File: src/rtl/tpr_pkg.sv
// Constants and types for the timer register-read synchronisation path
`default_nettype none

package tpr_pkg;

  // ----------------------------------------------------------------
  // Data and control layout
  // ----------------------------------------------------------------
  localparam int        DATA_W           = 32;
  localparam int        SNAP_W           = 3 * DATA_W;
  localparam int        CTRL_W           = 4;
  localparam int        CTRL_POSTED_BIT  = 2;
  localparam int        CTRL_RDMODE_BIT  = 3;
  localparam logic [3:0] CTRL_RESET      = 4'h0;

  // Read selection codes
  localparam logic [1:0] SEL_COUNTER     = 2'h0;
  localparam logic [1:0] SEL_CAP_ONE     = 2'h1;
  localparam logic [1:0] SEL_CAP_TWO     = 2'h2;

  // ----------------------------------------------------------------
  // Timing
  // ----------------------------------------------------------------
  // Functional tick every FUNC_DIV_LAST + 1 (4) clocks
  localparam int         DIV_W           = 8;
  localparam logic [7:0] FUNC_DIV_LAST   = 8'h03;
  // Settling cycles after a functional-domain sample
  localparam int         SETTLE_W        = 2;
  localparam logic [1:0] SETTLE_LAST     = 2'h1;

  // Instances whose read-mode bit is write-only
  localparam int        WO_INST_A        = 1;
  localparam int        WO_INST_B        = 2;
  localparam int        WO_INST_C        = 10;

  // Read sequencer states
  typedef enum logic [1:0] {
    RD_IDLE = 2'b01,
    RD_WAIT = 2'b10
  } tpr_rd_state_t;

  // Resync stage states
  typedef enum logic [2:0] {
    RS_IDLE   = 3'b001,
    RS_TICK   = 3'b010,
    RS_SETTLE = 3'b100
  } tpr_rs_state_t;

endpackage

`default_nettype wire

File: src/rtl/tpr_top.sv
// Timer counter with posted and non-posted register-read synchronisation
`default_nettype none

// Contract
// - Control bit 2 set selects posted mode; clear selects non-posted mode.
// - Posted reads after interface clock restart may return stale shadow values.
// - Non-posted reads after interface clock restart always return correct values.
// - Instances 1, 2, 10: read-mode bit write-only, reads back zero.
module tpr_top #(
  parameter int INSTANCE_NUM = 0
) (
  input  wire logic                        clk,
  input  wire logic                        resetn,
  input  wire logic                        iface_clk_active,
  input  wire logic                        capture_one,
  input  wire logic                        capture_two,
  input  wire logic                        ctrl_wr_en,
  input  wire logic [tpr_pkg::CTRL_W-1:0]  ctrl_wr_data,
  input  wire logic                        rd_req,
  input  wire logic [1:0]                  rd_sel,
  output var  logic [tpr_pkg::CTRL_W-1:0]  ctrl_rdata,
  output var  logic                        rd_busy,
  output var  logic                        rd_valid,
  output var  logic [tpr_pkg::DATA_W-1:0]  rd_data
);
  import tpr_pkg::*;

  // ----------------------------------------------------------------
  // Declarations
  // ----------------------------------------------------------------
  logic [2:0]         sync1_q;
  logic [2:0]         sync2_q;
  logic [2:0]         sync3_q;
  logic [DIV_W-1:0]   div_q;
  logic               tick_q;
  logic [DATA_W-1:0]  counter_value_q;
  logic [DATA_W-1:0]  capture_value_one_q;
  logic [DATA_W-1:0]  capture_value_two_q;
  logic [CTRL_W-1:0]  sync_interface_ctrl_q;
  logic [SNAP_W-1:0]  shadow_q;
  logic               shadow_fresh_q;
  tpr_rd_state_t      rd_state_q;
  logic               fresh_kind_q;
  logic               req_fresh_q;
  logic               armed_q;
  logic [1:0]         sel_q;
  logic               rd_valid_q;
  logic [DATA_W-1:0]  rd_data_q;
  logic               rd_busy_q;
  logic [CTRL_W-1:0]  ctrl_rdata_q;

  wire                iface_act;
  wire                act_rise;
  wire                cap_one_rise;
  wire                cap_two_rise;
  wire                posted_mode;
  wire                rdmode_bit;
  wire                accurate_rd;
  wire                wo_inst;
  wire [CTRL_W-1:0]   ctrl_view;
  wire [SNAP_W-1:0]   live_snap;
  wire                rs_busy;
  wire                rs_done;
  wire [SNAP_W-1:0]   rs_data;
  wire                rs_start;
  wire                take_rd;
  wire                answer_now;
  wire [SNAP_W-1:0]   ans_src;
  wire [DATA_W-1:0]   ans_word;
  wire [DATA_W-1:0]   posted_word;

  // ----------------------------------------------------------------
  // Decoding and selection
  // ----------------------------------------------------------------
  // Synchronised pins and edges
  assign iface_act    = sync2_q[0];
  assign act_rise     = sync2_q[0] & ~sync3_q[0];
  assign cap_one_rise = sync2_q[1] & ~sync3_q[1];
  assign cap_two_rise = sync2_q[2] & ~sync3_q[2];

  // Mode decode
  assign posted_mode  = sync_interface_ctrl_q[CTRL_POSTED_BIT];
  assign rdmode_bit   = sync_interface_ctrl_q[CTRL_RDMODE_BIT];
  assign accurate_rd  = ~posted_mode & rdmode_bit;

  // Write-only read-mode bit on selected instances
  assign wo_inst   = (INSTANCE_NUM == WO_INST_A) || (INSTANCE_NUM == WO_INST_B)
                   || (INSTANCE_NUM == WO_INST_C);
  assign ctrl_view = wo_inst
                   ? (sync_interface_ctrl_q & ~(CTRL_W'(1) << CTRL_RDMODE_BIT))
                   : sync_interface_ctrl_q;

  // Live functional values
  assign live_snap = {capture_value_two_q, capture_value_one_q, counter_value_q};

  // Resync arbitration: fresh requests first, else background refresh
  assign rs_start = ~rs_busy & (req_fresh_q | iface_act);

  // Read sequencing
  assign take_rd     = rd_req & (rd_state_q == RD_IDLE);
  assign answer_now  = (rd_state_q == RD_WAIT)
                     & (fresh_kind_q ? (rs_done & armed_q)
                                     : shadow_fresh_q);
  assign ans_src     = fresh_kind_q ? rs_data : shadow_q;
  assign ans_word    = (sel_q == SEL_COUNTER) ? ans_src[0 +: DATA_W]
                     : (sel_q == SEL_CAP_ONE) ? ans_src[DATA_W +: DATA_W]
                     : (sel_q == SEL_CAP_TWO) ? ans_src[2*DATA_W +: DATA_W]
                     : '0;
  // Posted reads take the shadow as is, stale or not
  assign posted_word = (rd_sel == SEL_COUNTER) ? shadow_q[0 +: DATA_W]
                     : (rd_sel == SEL_CAP_ONE) ? shadow_q[DATA_W +: DATA_W]
                     : (rd_sel == SEL_CAP_TWO) ? shadow_q[2*DATA_W +: DATA_W]
                     : '0;

  assign ctrl_rdata = ctrl_rdata_q;
  assign rd_busy    = rd_busy_q;
  assign rd_valid   = rd_valid_q;
  assign rd_data    = rd_data_q;

  // ----------------------------------------------------------------
  // Pin synchronisers
  // ----------------------------------------------------------------
  always_ff @(posedge clk or negedge resetn)
  begin
    if (!resetn)
    begin
      sync1_q <= '0;
      sync2_q <= '0;
      sync3_q <= '0;
    end
    else
    begin
      sync1_q <= {capture_two, capture_one, iface_clk_active};
      sync2_q <= sync1_q;
      sync3_q <= sync2_q;
    end
  end

  // ----------------------------------------------------------------
  // Functional domain: tick divider, counter, captures
  // ----------------------------------------------------------------
  always_ff @(posedge clk or negedge resetn)
  begin
    if (!resetn)
    begin
      div_q  <= '0;
      tick_q <= 1'b0;
    end
    else
    begin
      tick_q <= (div_q == FUNC_DIV_LAST);
      div_q  <= (div_q == FUNC_DIV_LAST) ? '0 : div_q + 1'b1;
    end
  end

  // Counter advances on ticks; captures latch on pin edges
  always_ff @(posedge clk or negedge resetn)
  begin
    if (!resetn)
    begin
      counter_value_q     <= '0;
      capture_value_one_q <= '0;
      capture_value_two_q <= '0;
    end
    else
    begin
      if (tick_q)
        counter_value_q <= counter_value_q + 1'b1;
      if (cap_one_rise)
        capture_value_one_q <= counter_value_q;
      if (cap_two_rise)
        capture_value_two_q <= counter_value_q;
    end
  end

  // ----------------------------------------------------------------
  // Control word and its read view
  // ----------------------------------------------------------------
  always_ff @(posedge clk or negedge resetn)
  begin
    if (!resetn)
    begin
      sync_interface_ctrl_q <= CTRL_RESET;
      ctrl_rdata_q          <= CTRL_RESET;
    end
    else
    begin
      if (ctrl_wr_en)
        sync_interface_ctrl_q <= ctrl_wr_data;
      ctrl_rdata_q <= ctrl_view;
    end
  end

  // ----------------------------------------------------------------
  // Resync stage
  // ----------------------------------------------------------------
  tpr_resync #(
    .WIDTH (SNAP_W)
  ) u_resync (
    .clk       (clk),
    .resetn    (resetn),
    .func_tick (tick_q),
    .start     (rs_start),
    .src       (live_snap),
    .busy      (rs_busy),
    .done      (rs_done),
    .data      (rs_data)
  );

  // Shadow copy; stale after the interface clock stops or restarts
  always_ff @(posedge clk or negedge resetn)
  begin
    if (!resetn)
    begin
      shadow_q       <= '0;
      shadow_fresh_q <= 1'b0;
    end
    else
    begin
      if (rs_done)
        shadow_q <= rs_data;
      if (!iface_act || act_rise)
        shadow_fresh_q <= 1'b0;
      else if (rs_done)
        shadow_fresh_q <= 1'b1;
    end
  end

  // ----------------------------------------------------------------
  // Read sequencer
  // ----------------------------------------------------------------
  always_ff @(posedge clk or negedge resetn)
  begin
    if (!resetn)
    begin
      rd_state_q   <= RD_IDLE;
      fresh_kind_q <= 1'b0;
      req_fresh_q  <= 1'b0;
      armed_q      <= 1'b0;
      sel_q        <= SEL_COUNTER;
      rd_valid_q   <= 1'b0;
      rd_data_q    <= '0;
      rd_busy_q    <= 1'b0;
    end
    else
    begin
      rd_valid_q <= 1'b0;
      if (rs_start && req_fresh_q)
      begin
        req_fresh_q <= 1'b0;
        armed_q     <= 1'b1;
      end
      unique case (rd_state_q)
        RD_IDLE:
        begin
          if (take_rd && posted_mode)
          begin
            rd_valid_q <= 1'b1;
            rd_data_q  <= posted_word;
          end
          else if (take_rd)
          begin
            sel_q        <= rd_sel;
            fresh_kind_q <= accurate_rd;
            req_fresh_q  <= accurate_rd;
            rd_busy_q    <= 1'b1;
            rd_state_q   <= RD_WAIT;
          end
        end
        RD_WAIT:
        begin
          if (answer_now)
          begin
            rd_valid_q <= 1'b1;
            rd_data_q  <= ans_word;
            rd_busy_q  <= 1'b0;
            armed_q    <= 1'b0;
            rd_state_q <= RD_IDLE;
          end
        end
        default:
          rd_state_q <= RD_IDLE;
      endcase
    end
  end

endmodule

`default_nettype wire

File: src/rtl/tpr_resync.sv
// Snapshot stage carrying functional-domain values to the interface side
`default_nettype none

module tpr_resync #(
  parameter int WIDTH = 96
) (
  input  wire logic             clk,
  input  wire logic             resetn,
  input  wire logic             func_tick,
  input  wire logic             start,
  input  wire logic [WIDTH-1:0] src,
  output var  logic             busy,
  output var  logic             done,
  output var  logic [WIDTH-1:0] data
);
  import tpr_pkg::*;

  tpr_rs_state_t               state_q;
  logic [SETTLE_W-1:0]         cnt_q;
  logic [WIDTH-1:0]            data_q;
  logic                        done_q;

  assign busy = (state_q != RS_IDLE);
  assign done = done_q;
  assign data = data_q;

  // ----------------------------------------------------------------
  // Sample on a functional tick, then settle before reporting
  // ----------------------------------------------------------------
  always_ff @(posedge clk or negedge resetn)
  begin
    if (!resetn)
    begin
      state_q <= RS_IDLE;
      cnt_q   <= '0;
      data_q  <= '0;
      done_q  <= 1'b0;
    end
    else
    begin
      done_q <= 1'b0;
      unique case (state_q)
        RS_IDLE:
        begin
          if (start)
            state_q <= RS_TICK;
        end
        RS_TICK:
        begin
          if (func_tick)
          begin
            data_q  <= src;
            cnt_q   <= SETTLE_LAST;
            state_q <= RS_SETTLE;
          end
        end
        RS_SETTLE:
        begin
          if (cnt_q == '0)
          begin
            done_q  <= 1'b1;
            state_q <= RS_IDLE;
          end
          else
            cnt_q <= cnt_q - 1'b1;
        end
        default:
          state_q <= RS_IDLE;
      endcase
    end
  end

endmodule

`default_nettype wire

File: config.mk
export PLATFORM = sky130hd
export DESIGN_NAME = tpr_top
export DESIGN_NICKNAME = d
export VERILOG_FILES = /design/src/rtl/tpr_pkg.sv /design/src/rtl/tpr_top.sv /design/src/rtl/tpr_resync.sv
export SDC_FILE = /design/constraint.sdc
export NUM_CORES = 1
export LEC_CHECK = 0
export BUFFER_PORTS_ARGS = -buffer_cell sky130_fd_sc_hd__buf_2
export CORE_ASPECT_RATIO = 0.8
export CORE_MARGIN = 8
export CORE_UTILIZATION = 60
export CTS_BUF_LIST = sky130_fd_sc_hd__clkbuf_8 sky130_fd_sc_hd__clkbuf_16
export DETAILED_ROUTE_END_ITERATION = 10
export GPL_ROUTABILITY_DRIVEN = 0
export HOLD_SLACK_MARGIN = 0.03
export PLACE_DENSITY = 0.84
export SLEW_MARGIN = 20
export SYNTH_ARGS = -nofsm -noshare
export SYNTH_HDL_FRONTEND = slang
export SYNTH_SLANG_ARGS = --single-unit
File: constraint.sdc
create_clock -name clk -period 2.4 [get_ports clk]
set_clock_uncertainty 0.1 [all_clocks]
set_input_delay 0.12 -clock clk [delete_from_list [all_inputs] [get_ports clk]]
set_output_delay 0.12 -clock clk [all_outputs]
set_load 0.005 [all_outputs]
* Yosys cells after proc, flatten, opt, wreduce, memory -nomap -nowiden
Index checks and enable logic that the tools add are counted.
Cells by class: eq/ne operators 19, reduce and logical (&&, ||, !) cells 17, $add $sub $neg 3, bitwise gates (word level) 15, multiplexer cells 41
Operator list (count):
- $mux 32 | 8
- $mux 96 | 1
- $pmux 32 s2 | 1
- $add 32x1->32 const B | 1
- $mux 1 | 17
- $reduce_and 3->1 | 5
- $ne 2x2->1 const B | 6
- $mux 2 | 5
- $mux 3 | 3
- $pmux 3 s3 | 1
- $add 8x1->8 const B | 1
- $and 1x1->1 | 8
- $eq 8x2->1 const B | 1
- $mux 8 | 1
- $pmux 2 s2 | 2
- $eq 2x1->1 const B | 3
- $eq 2x2->1 const B | 3
- $logic_not 2->1 | 3
- $not 1->1 | 6
- $reduce_bool 2->1 | 3
- $ne 2x1->1 const B | 2
- $pmux 1 s2 | 2
- $reduce_and 4->1 | 1
- $eq 3x1->1 const B | 1
- other kinds (9) | 10
Word-level totals: input port bits 13, register bits 362

* Depth between registers and ports, before layout
Gate-level depths: netlist (run 1).
word-level depth 8, mapped depth 8

* By module
A second synthesis (run 1) with hierarchy kept.
Unflattened totals: cell total of the unflattened synthesis 1179, area total of the unflattened synthesis 16111.7 sq um
Modules (own cells, without submodules):
- tpr_top | seq. area each 6507.5 sq um, area each 12089.1 sq um, times used 1, cells an instance 946
- tpr_resync | seq. area each 2553.7 sq um, area each 4022.6 sq um, times used 1, cells an instance 233

* Least setup slack after synthesis (run 1)
Ideal clock, no wire load.
path kind register to register, start register rd_state_q[0], end register rd_data_q[21] (netlist: rd_data[21]), arrival 1.577 ns, path slack 0.604 ns, library setup time 0.119 ns, period minus slack after synthesis 1.796 ns, cell stages (with the launch flop) 8, path through dfstp_2 -> inv_1 -> ha_1 -> and3_1 -> a21oi_1 -> buf_2 -> o211ai_1 -> o21a_1
On the way: word-level cells in the longest chain between the ends 5
Ends and longest elaborated chain:
- start: declaration | line tpr_top.sv:42 | tpr_rd_state_t rd_state_q;
- start signal: assignment | line tpr_top.sv:236 | rd_state_q <= RD_IDLE;
- start signal: assignment | line tpr_top.sv:267 | rd_state_q <= RD_WAIT;
- start signal: assignment | line tpr_top.sv:278 | rd_state_q <= RD_IDLE;
- $eq 2x1->1 | line tpr_top.sv:100, tpr_top.sv:253
- $and 1x1->1 | line tpr_top.sv:100 | assign take_rd = rd_req & (rd_state_q == RD_IDLE);
- $logic_and 1x1->1 | line tpr_top.sv:256 | if (take_rd && posted_mode)
- $ne 2x1->1 (no line)
- $reduce_and 3->1 (no line)
- end signal: assignment | line tpr_top.sv:259 | rd_data_q <= posted_word;
- end signal: assignment | line tpr_top.sv:275 | rd_data_q <= ans_word;
- end: declaration | line tpr_top.sv:48 | logic [DATA_W-1:0] rd_data_q;
Parallel ways exist; a longest one is shown, timed or not. A chain may end at the register's enable or synchronous reset.

* Worst setup path after layout (run 1)
start register rd_state_q[0], end register rd_data_q[18] (netlist: rd_data[18])
The elaborated chain is that of the path after synthesis.

==> impl_results.md, run 1 <==
- Outcome: finished clean
- Gr ovfl total: 0
- Synth top area share: between 50% and 60%
- Final Hold Viols: 0
- Nets: 1319
- Clock slew at reported path FFs: 0.06 ns
- Antenna violations before repair: 0
- Worst setup margin: approximately 0.24 ns
- Tmin final: 2.162 ns
- Die area: 32120 sq um
- Via count: 10300
- Crit end category: register
- Post-synth EDFFs: 0
- Setup tns final: 0 ns
- Drt pass-1 iters: 6
- Ys flop type: dfrtp_1
- DR WL/cell: between 20 and 25 um
- Ys async rst share: 100.0%
- Layout area overhead: 13.32%
- Post-Route M1 WL: 15840 um
- Overall Global Routing Usage: 22.84%
- Final Util: between 60 and 70%
- Slew Limit Fails: 0
- Vias in the first global route: 10990
- I/O pin cnt: around 50
- Core footprint: 26190 sq um
- Syn nets: 1263
- Syn Area/Cell: 12.82 sq um
- Peak Freq: between 400 and 500 MHz
- Crit-path max FO: 24
- Rows: between 50 and 60
- Worst Reg-to-Reg Cells: 4
- Seq/Total Area, Yosys: 56.75%
- Worst rel slew slack: between 40 and 50%
- Met3 WL: between 2000 and 2500 um
- DP Cell Count: between 1500 and 2000
- Seq cells post-synth: roughly 360
- Max Used Layer: met4
- Synth Instances: 1245
- Worst reg2reg path endpoint: rd_data[18]
- Detail Route met2 WL: 16960 um
- Synth area leaders: dfrtp_1 56%, mux2_2 18%, mux2i_1 6.5%
- Initial core utilization: 60.96%
- Pre-CTS WS: between 0.3 and 0.4 ns
- WP data required: roughly 2.7 ns
- Setup slack, reg-to-reg: 0.24 ns
- Worst slew pin tran: between 0.7 and 0.8 ns
- First-pass GRT wire length: 58880 um
- Pwr Density: slightly below 900 nW/um^2
- Final std cells w/o fill: 1682
- DR vias/cell: 6.121
- Leakage: approximately 8.5 nW
- Die H: 161.9 um
- Top cells by count, synth: 360 x dfrtp_1, 252 x mux2_2, 104 x mux2i_1, 68 x o21ai_0, 50 x a21oi_1
- # diodes: 0
- Peak VDD IR: 611.9 uV
- TritonCTS Buffers: 35
- Clock Tree Buf Depth: 3
- Slowest library cell on the worst path: a21o_1
- Worst-path cell chain: ha_1 -> nand2b_1 -> a21o_1 -> o21ai_0
- Clock sinks: 362
- Unrepaired setup endpoints after global routing: no
- Initial DRC Count: slightly above 900
- Final worst-path cycle share: ~90%
- Worst path max stage delay: roughly 0.66 ns
- Antenna Nets Post-Route: 0
- Synth warn: 0
- Buffers & Inverters on Critical Path: 0
- Mapped cell area: about 16000 sq um
- Clock Latency Late Sink: 0.52 ns
- Post-DP HPWL: 21270 um
- Reg-to-Reg Start: rd_state_q[0]
- Crit path arrival time: about 2.4 ns
- Family with the most delay on the worst path: compound AO/OA/AOI/OAI gates
- Htree depth: 2
- Layout cells sized above 1: 31.62%
- Max_cap viols: 0
- DRC violations left: 0
- Yosys top cell by area: dfrtp_1
- Die W: 198.4 um
- Post-synthesis cell type count: 48
- WS Path Type: register to register
- Setup violators final: 0
- # port buffers: 50
- Clk root buf: clkbuf_16
- Largest net degree at the start of global routing: just under 100
- CP startpoint kind: register
- Drt total wl: 35870 um
- Hold Crit Class: input pin to asynchronous set/reset pin
- CTS tree: done
- Count leader, synth: dfrtp_1
-- per-layer routing --
layer / global-route usage [%] / vias to the layer above
met2: 37.44 / 322
met3: 3.743 / 73
met5: 0 / -
met4: 7.625 / 0
met1: 30.79 / 5292
li1: - / 4609
-- cell type report --
type | instances | area [sq um]
Tap cell | 357 | 446.7
Multi-Input combinational cell | 783 | 6489
Clock buffer | 44 | 1022
Clock inverter | 17 | 165.2
Timing Repair Buffer | 106 | 853.3
Sequential cell | 362 | 9069
Fill cell | 1750 | 8100
Inverter | 13 | 48.80
-- report_power, final --
| part | leakage, nW | internal (mW) | switching (mW) |
|---|---|---|---|
| Clock | 0.599 | 3.34 | 2.31 |
| Sequential | 4.88 | 6.62 | 0.393 |
| Combinational | 3.04 | 1.40 | 2.05 |
| Total | 8.53 | 11.4 | 4.76 |
-- registers in the layout, summed over array words and instances (netlist names), 2 cells and up --
name and flops:
sync1_q 3, counter_value_q 32, shadow_q 96, u_resync.cnt_q 2, capture_value_two_q 32, ctrl_view 4, u_resync.state_q 3, sync2_q 3
rd_data 32, sync3_q 3, capture_value_one_q 32, rd_state_q 2, ctrl_rdata 4, div_q 8, u_resync.data 96, sel_q 2
-- placed cells by master, fill, tap and decap left out, drive strengths merged, types with 2 or more instances in the layout --
cell         count
clkinvlp         3
clkinv           6
a22oi           32
mux2           252
and2             2
nor2            39
nor4             2
bufinv           3
a221oi          11
xnor2           23
nand3b           5
o21a            21
nand2b           6
inv             18
dlygate4sd3     14
ha               5
clkbuf          44
nand3           37
dfstp            2
nor3b            2
nand2           40
a21oi           50
xor2            14
and3             4
nor2b            4
o22ai            2
o211ai          20
buf             92
or2              2
mux2i          104
nor3             7
o21ai           82
dfrtp          360
nand4            8
-- cell families (layout without fill, tap and decap cells) --
logic type                 after synthesis  count (layout)  synth area share [%]
AOI/OAI and AO/OA                      224             224                 8.573
xor gates and xnor gates                37              37                 2.030
adders and majority gates                5               5                0.3918
buffers and inverters                  100             180                 2.790
DFF                                    362             362                 56.75
muxes                                  356             356                 24.29
and+or+nand+nor                        161             161                 5.172
-- worst max-delay path by stage --
stage | startpoint | cells past startpoint | to | slack (ns)
2_1_floorplan | rd_state_q[0] | 7 | rd_data[21] | 0.60
3_3_place_gp | rd_state_q[0] | 4 | rd_data[3] | 0.44
3_5_place_dp | rd_state_q[0] | 4 | rd_data[18] | 0.30
4_1_cts | rd_state_q[0] | 4 | rd_data[18] | 0.28
5_1_grt | rd_state_q[0] | 4 | rd_data[29] | 0.12
6_report | rd_state_q[0] | 4 | rd_data[18] | 0.24
-- stage by stage --
step	total power, mW	hold WS [ns]	instance area (sq um)
finish	16.11	0.1326	18090
global route	16.76	0.1536	18090
CTS	16.19	0.1323	18090
detailed placement	10.51	0.08757	16770
global placement	10.37	0.07956	16770
floorplan	9.127	-0.2756	15970
-- timing repair --
| item | CTS | global route |
|---|---|---|
| buffers inserted | 0 | 0 |
| resized for setup | 0 | 0 |
| hold buffers | 14 | 0 |
| endpoints found under the hold margin | 119 | 0 |
Power figures use the tool's default switching activity.
==> run 2, diff against run 1 <==
--- a/config.mk
+++ b/config.mk
@@ -7,7 +7,6 @@
 export LEC_CHECK = 0
 export BUFFER_PORTS_ARGS = -buffer_cell sky130_fd_sc_hd__buf_2
 export CORE_ASPECT_RATIO = 0.8
-export CORE_MARGIN = 8
 export CORE_UTILIZATION = 60
 export CTS_BUF_LIST = sky130_fd_sc_hd__clkbuf_8 sky130_fd_sc_hd__clkbuf_16
 export DETAILED_ROUTE_END_ITERATION = 10
==> constraint.sdc (replaced) <==
create_clock -name clk -period 2.6 [get_ports clk]
set_clock_uncertainty 0.1 [all_clocks]
set_input_delay 0.13 -clock clk [delete_from_list [all_inputs] [get_ports clk]]
set_output_delay 0.13 -clock clk [all_outputs]
set_load 0.005 [all_outputs]
==> run 2 against run 1 <==
  * Sequential share of layout area up 0.20 points
  * Via count up 1.0%
  * Cell count unchanged
  * First-iteration DRC count down 20%
  * Wire length down 2.6%
  * Maximum frequency down 0.28%
  * Setup slack better by 0.19 ns
  * Global-route usage up 4.3 points
  * Final area down 0.40%
==> impl_results.md, run 2 (synthesized netlist as in run 1, its figures left out) <==
- Hold WS: 0.1581 ns
- Worst-path cell chain: ha_1 -> nand2b_1 -> a21o_1 -> o21ai_0
- Slowest library cell on the worst path: a21o_1
- Clock Tree Buf Depth: 3
- Clock sinks: 362
- Antenna Nets Post-Route: 0
- Nets: 1322
- Crit-path max FO: 24
- DR vias/cell: 6.184
- WP data required: 2.84 ns
- I/O pin cnt: 51
- Setup tns final: 0 ns
- Post-CTS setup buffer count: 0
- Layout area overhead: 12.87%
- Setup violators final: 0
- DRC violations left: 0
- Crit path arrival time: 2.41 ns
- WS Path Type: register to register
- Unrepaired setup endpoints after global routing: no
- Largest net degree at the start of global routing: 98
- CTS tree: done
- Hold Crit Class: input pin to asynchronous set/reset pin
- Pwr Density: 808.5 nW/um^2
- Max_cap viols: 0
- CP startpoint kind: register
- Slew Limit Fails: 0
- Gr ovfl total: 0
- DR WL/cell: 20.78 um
- Vias in the first global route: 11050
- Most frequent cells in the layout: 358 x dfrtp_1, 252 x mux2_2, 104 x mux2i_1
- Overall Global Routing Usage: 27.09%
- Initial core utilization: 60.96%
- Die W: 184.4 um
- Via count: ~10000
- Tmin final: 2.168 ns
- # port buffers: 50
- Final Hold Viols: 0
- Clock slew at reported path FFs: 0.06 ns
- Leakage: 8.520 nW
- Most common cell after layout, fill and taps aside: dfrtp_1
- Antenna violations before repair: 0
- Crit end category: register
- Die area: 27270 sq um
- Drt pass-1 iters: 5
- Worst slew pin tran: about 0.8 ns
- Outcome: finished clean
- Final worst-path cycle share: 83.38%
- Clk root buf: clkbuf_16
- First-pass GRT wire length: 57930 um
- Peak Freq: 461.3 MHz
- Peak VDD IR: 858.5 uV
- Drt total wl: 34950 um
- Core footprint: 26190 sq um
- Worst rel slew slack: 47.13%
- TritonCTS Buffers: 36
- Clock Latency Late Sink: 0.52 ns
- Initial DRC Count: 726
- Htree depth: 2
- Worst path max stage delay: between 0.6 and 0.7 ns
- Buffers & Inverters on Critical Path: 0
- Family with the most delay on the worst path: compound AO/OA/AOI/OAI gates
- Post-DP HPWL: 20640 um
- Layout cells sized above 1: 31.17%
- Fillcell total: 1785
- Die H: 147.9 um
- Rows: 53
- # diodes: 0
==> run 2: layout make-up <==
class | instances | area [sq um] | share of cell area (%)
clock buffers | 44 | 1022 | 5.672
clock inverters | 15 | 90.09 | 0.4999
inverters | 13 | 48.80 | 0.2708
multi-input cells | 783 | 6489 | 36.01
flip-flops and latches | 362 | 9069 | 50.32
well taps | 357 | 446.7 | 2.479
repair buffers | 108 | 855.8 | 4.749
==> run 2: path summary, 6_finish.rpt <==
kind	start	endpoint	slack, ns	depth (start not counted)
max	rd_state_q[0]	rd_data[14]	0.43	4
min	resetn	shadow_fresh_q	0.16	2
max reg2reg	rd_state_q[0]	rd_data[14]	0.43	4
min reg2reg	sync1_q[2]	sync2_q[2]	0.25	0
max in group asynchronous	resetn	u_resync.state_q[0]	1.45	3
min in group clk	capture_one	sync1_q[1]	0.16	2
==> run 2: routing by layer <==
| layer | share of wire, % | track usage [%] |
|---|---|---|
| met1 | 45 | 37.21 |
| met2 | 48 | 44.08 |
| met3 | 4.5 | 3.695 |
| met4 | 2.4 | 10.38 |
| met5 | 0 | 0 |
==> run 2: worst reg2reg max path, delay by kind of cell (launching register included) <==
kind                     cells  cell delay (ns)
adder cells (fa/ha/maj)      1             0.24
AO/OA/AOI/OAI                2             0.91
flip-flops                   1             0.53
AND/OR/NAND/NOR              1             0.21
==> run 2: what timing repair did <==
item | in CTS | in global routing
hold buffers | 14 | 0
resized for setup | 0 | 0
hold endpoints to repair | 87 | 0
==> run 2: where the power goes <==
part	switching (mW)	total, mW	internal (mW)	leakage [nW]
combinational	1.84	3.15	1.31	3.05
clock	2.08	4.94	2.86	0.591
sequential	0.367	6.48	6.12	4.88
total	4.28	14.6	10.3	8.52
==> run 2: stage by stage <==
stage               cells  area [sq um]  util, %  power [mW]  setup slack, ns
floorplan            1245         15970        -       8.425           0.8039
global placement     1609         16770    64.02       9.566           0.6108
detailed placement   1609         16770    64.02       9.662           0.4808
CTS                  1682         18020    68.80       14.63           0.4522
global route         1682         18020    68.80       15.19           0.3353
finish               1682         18020    68.80       14.57           0.4322
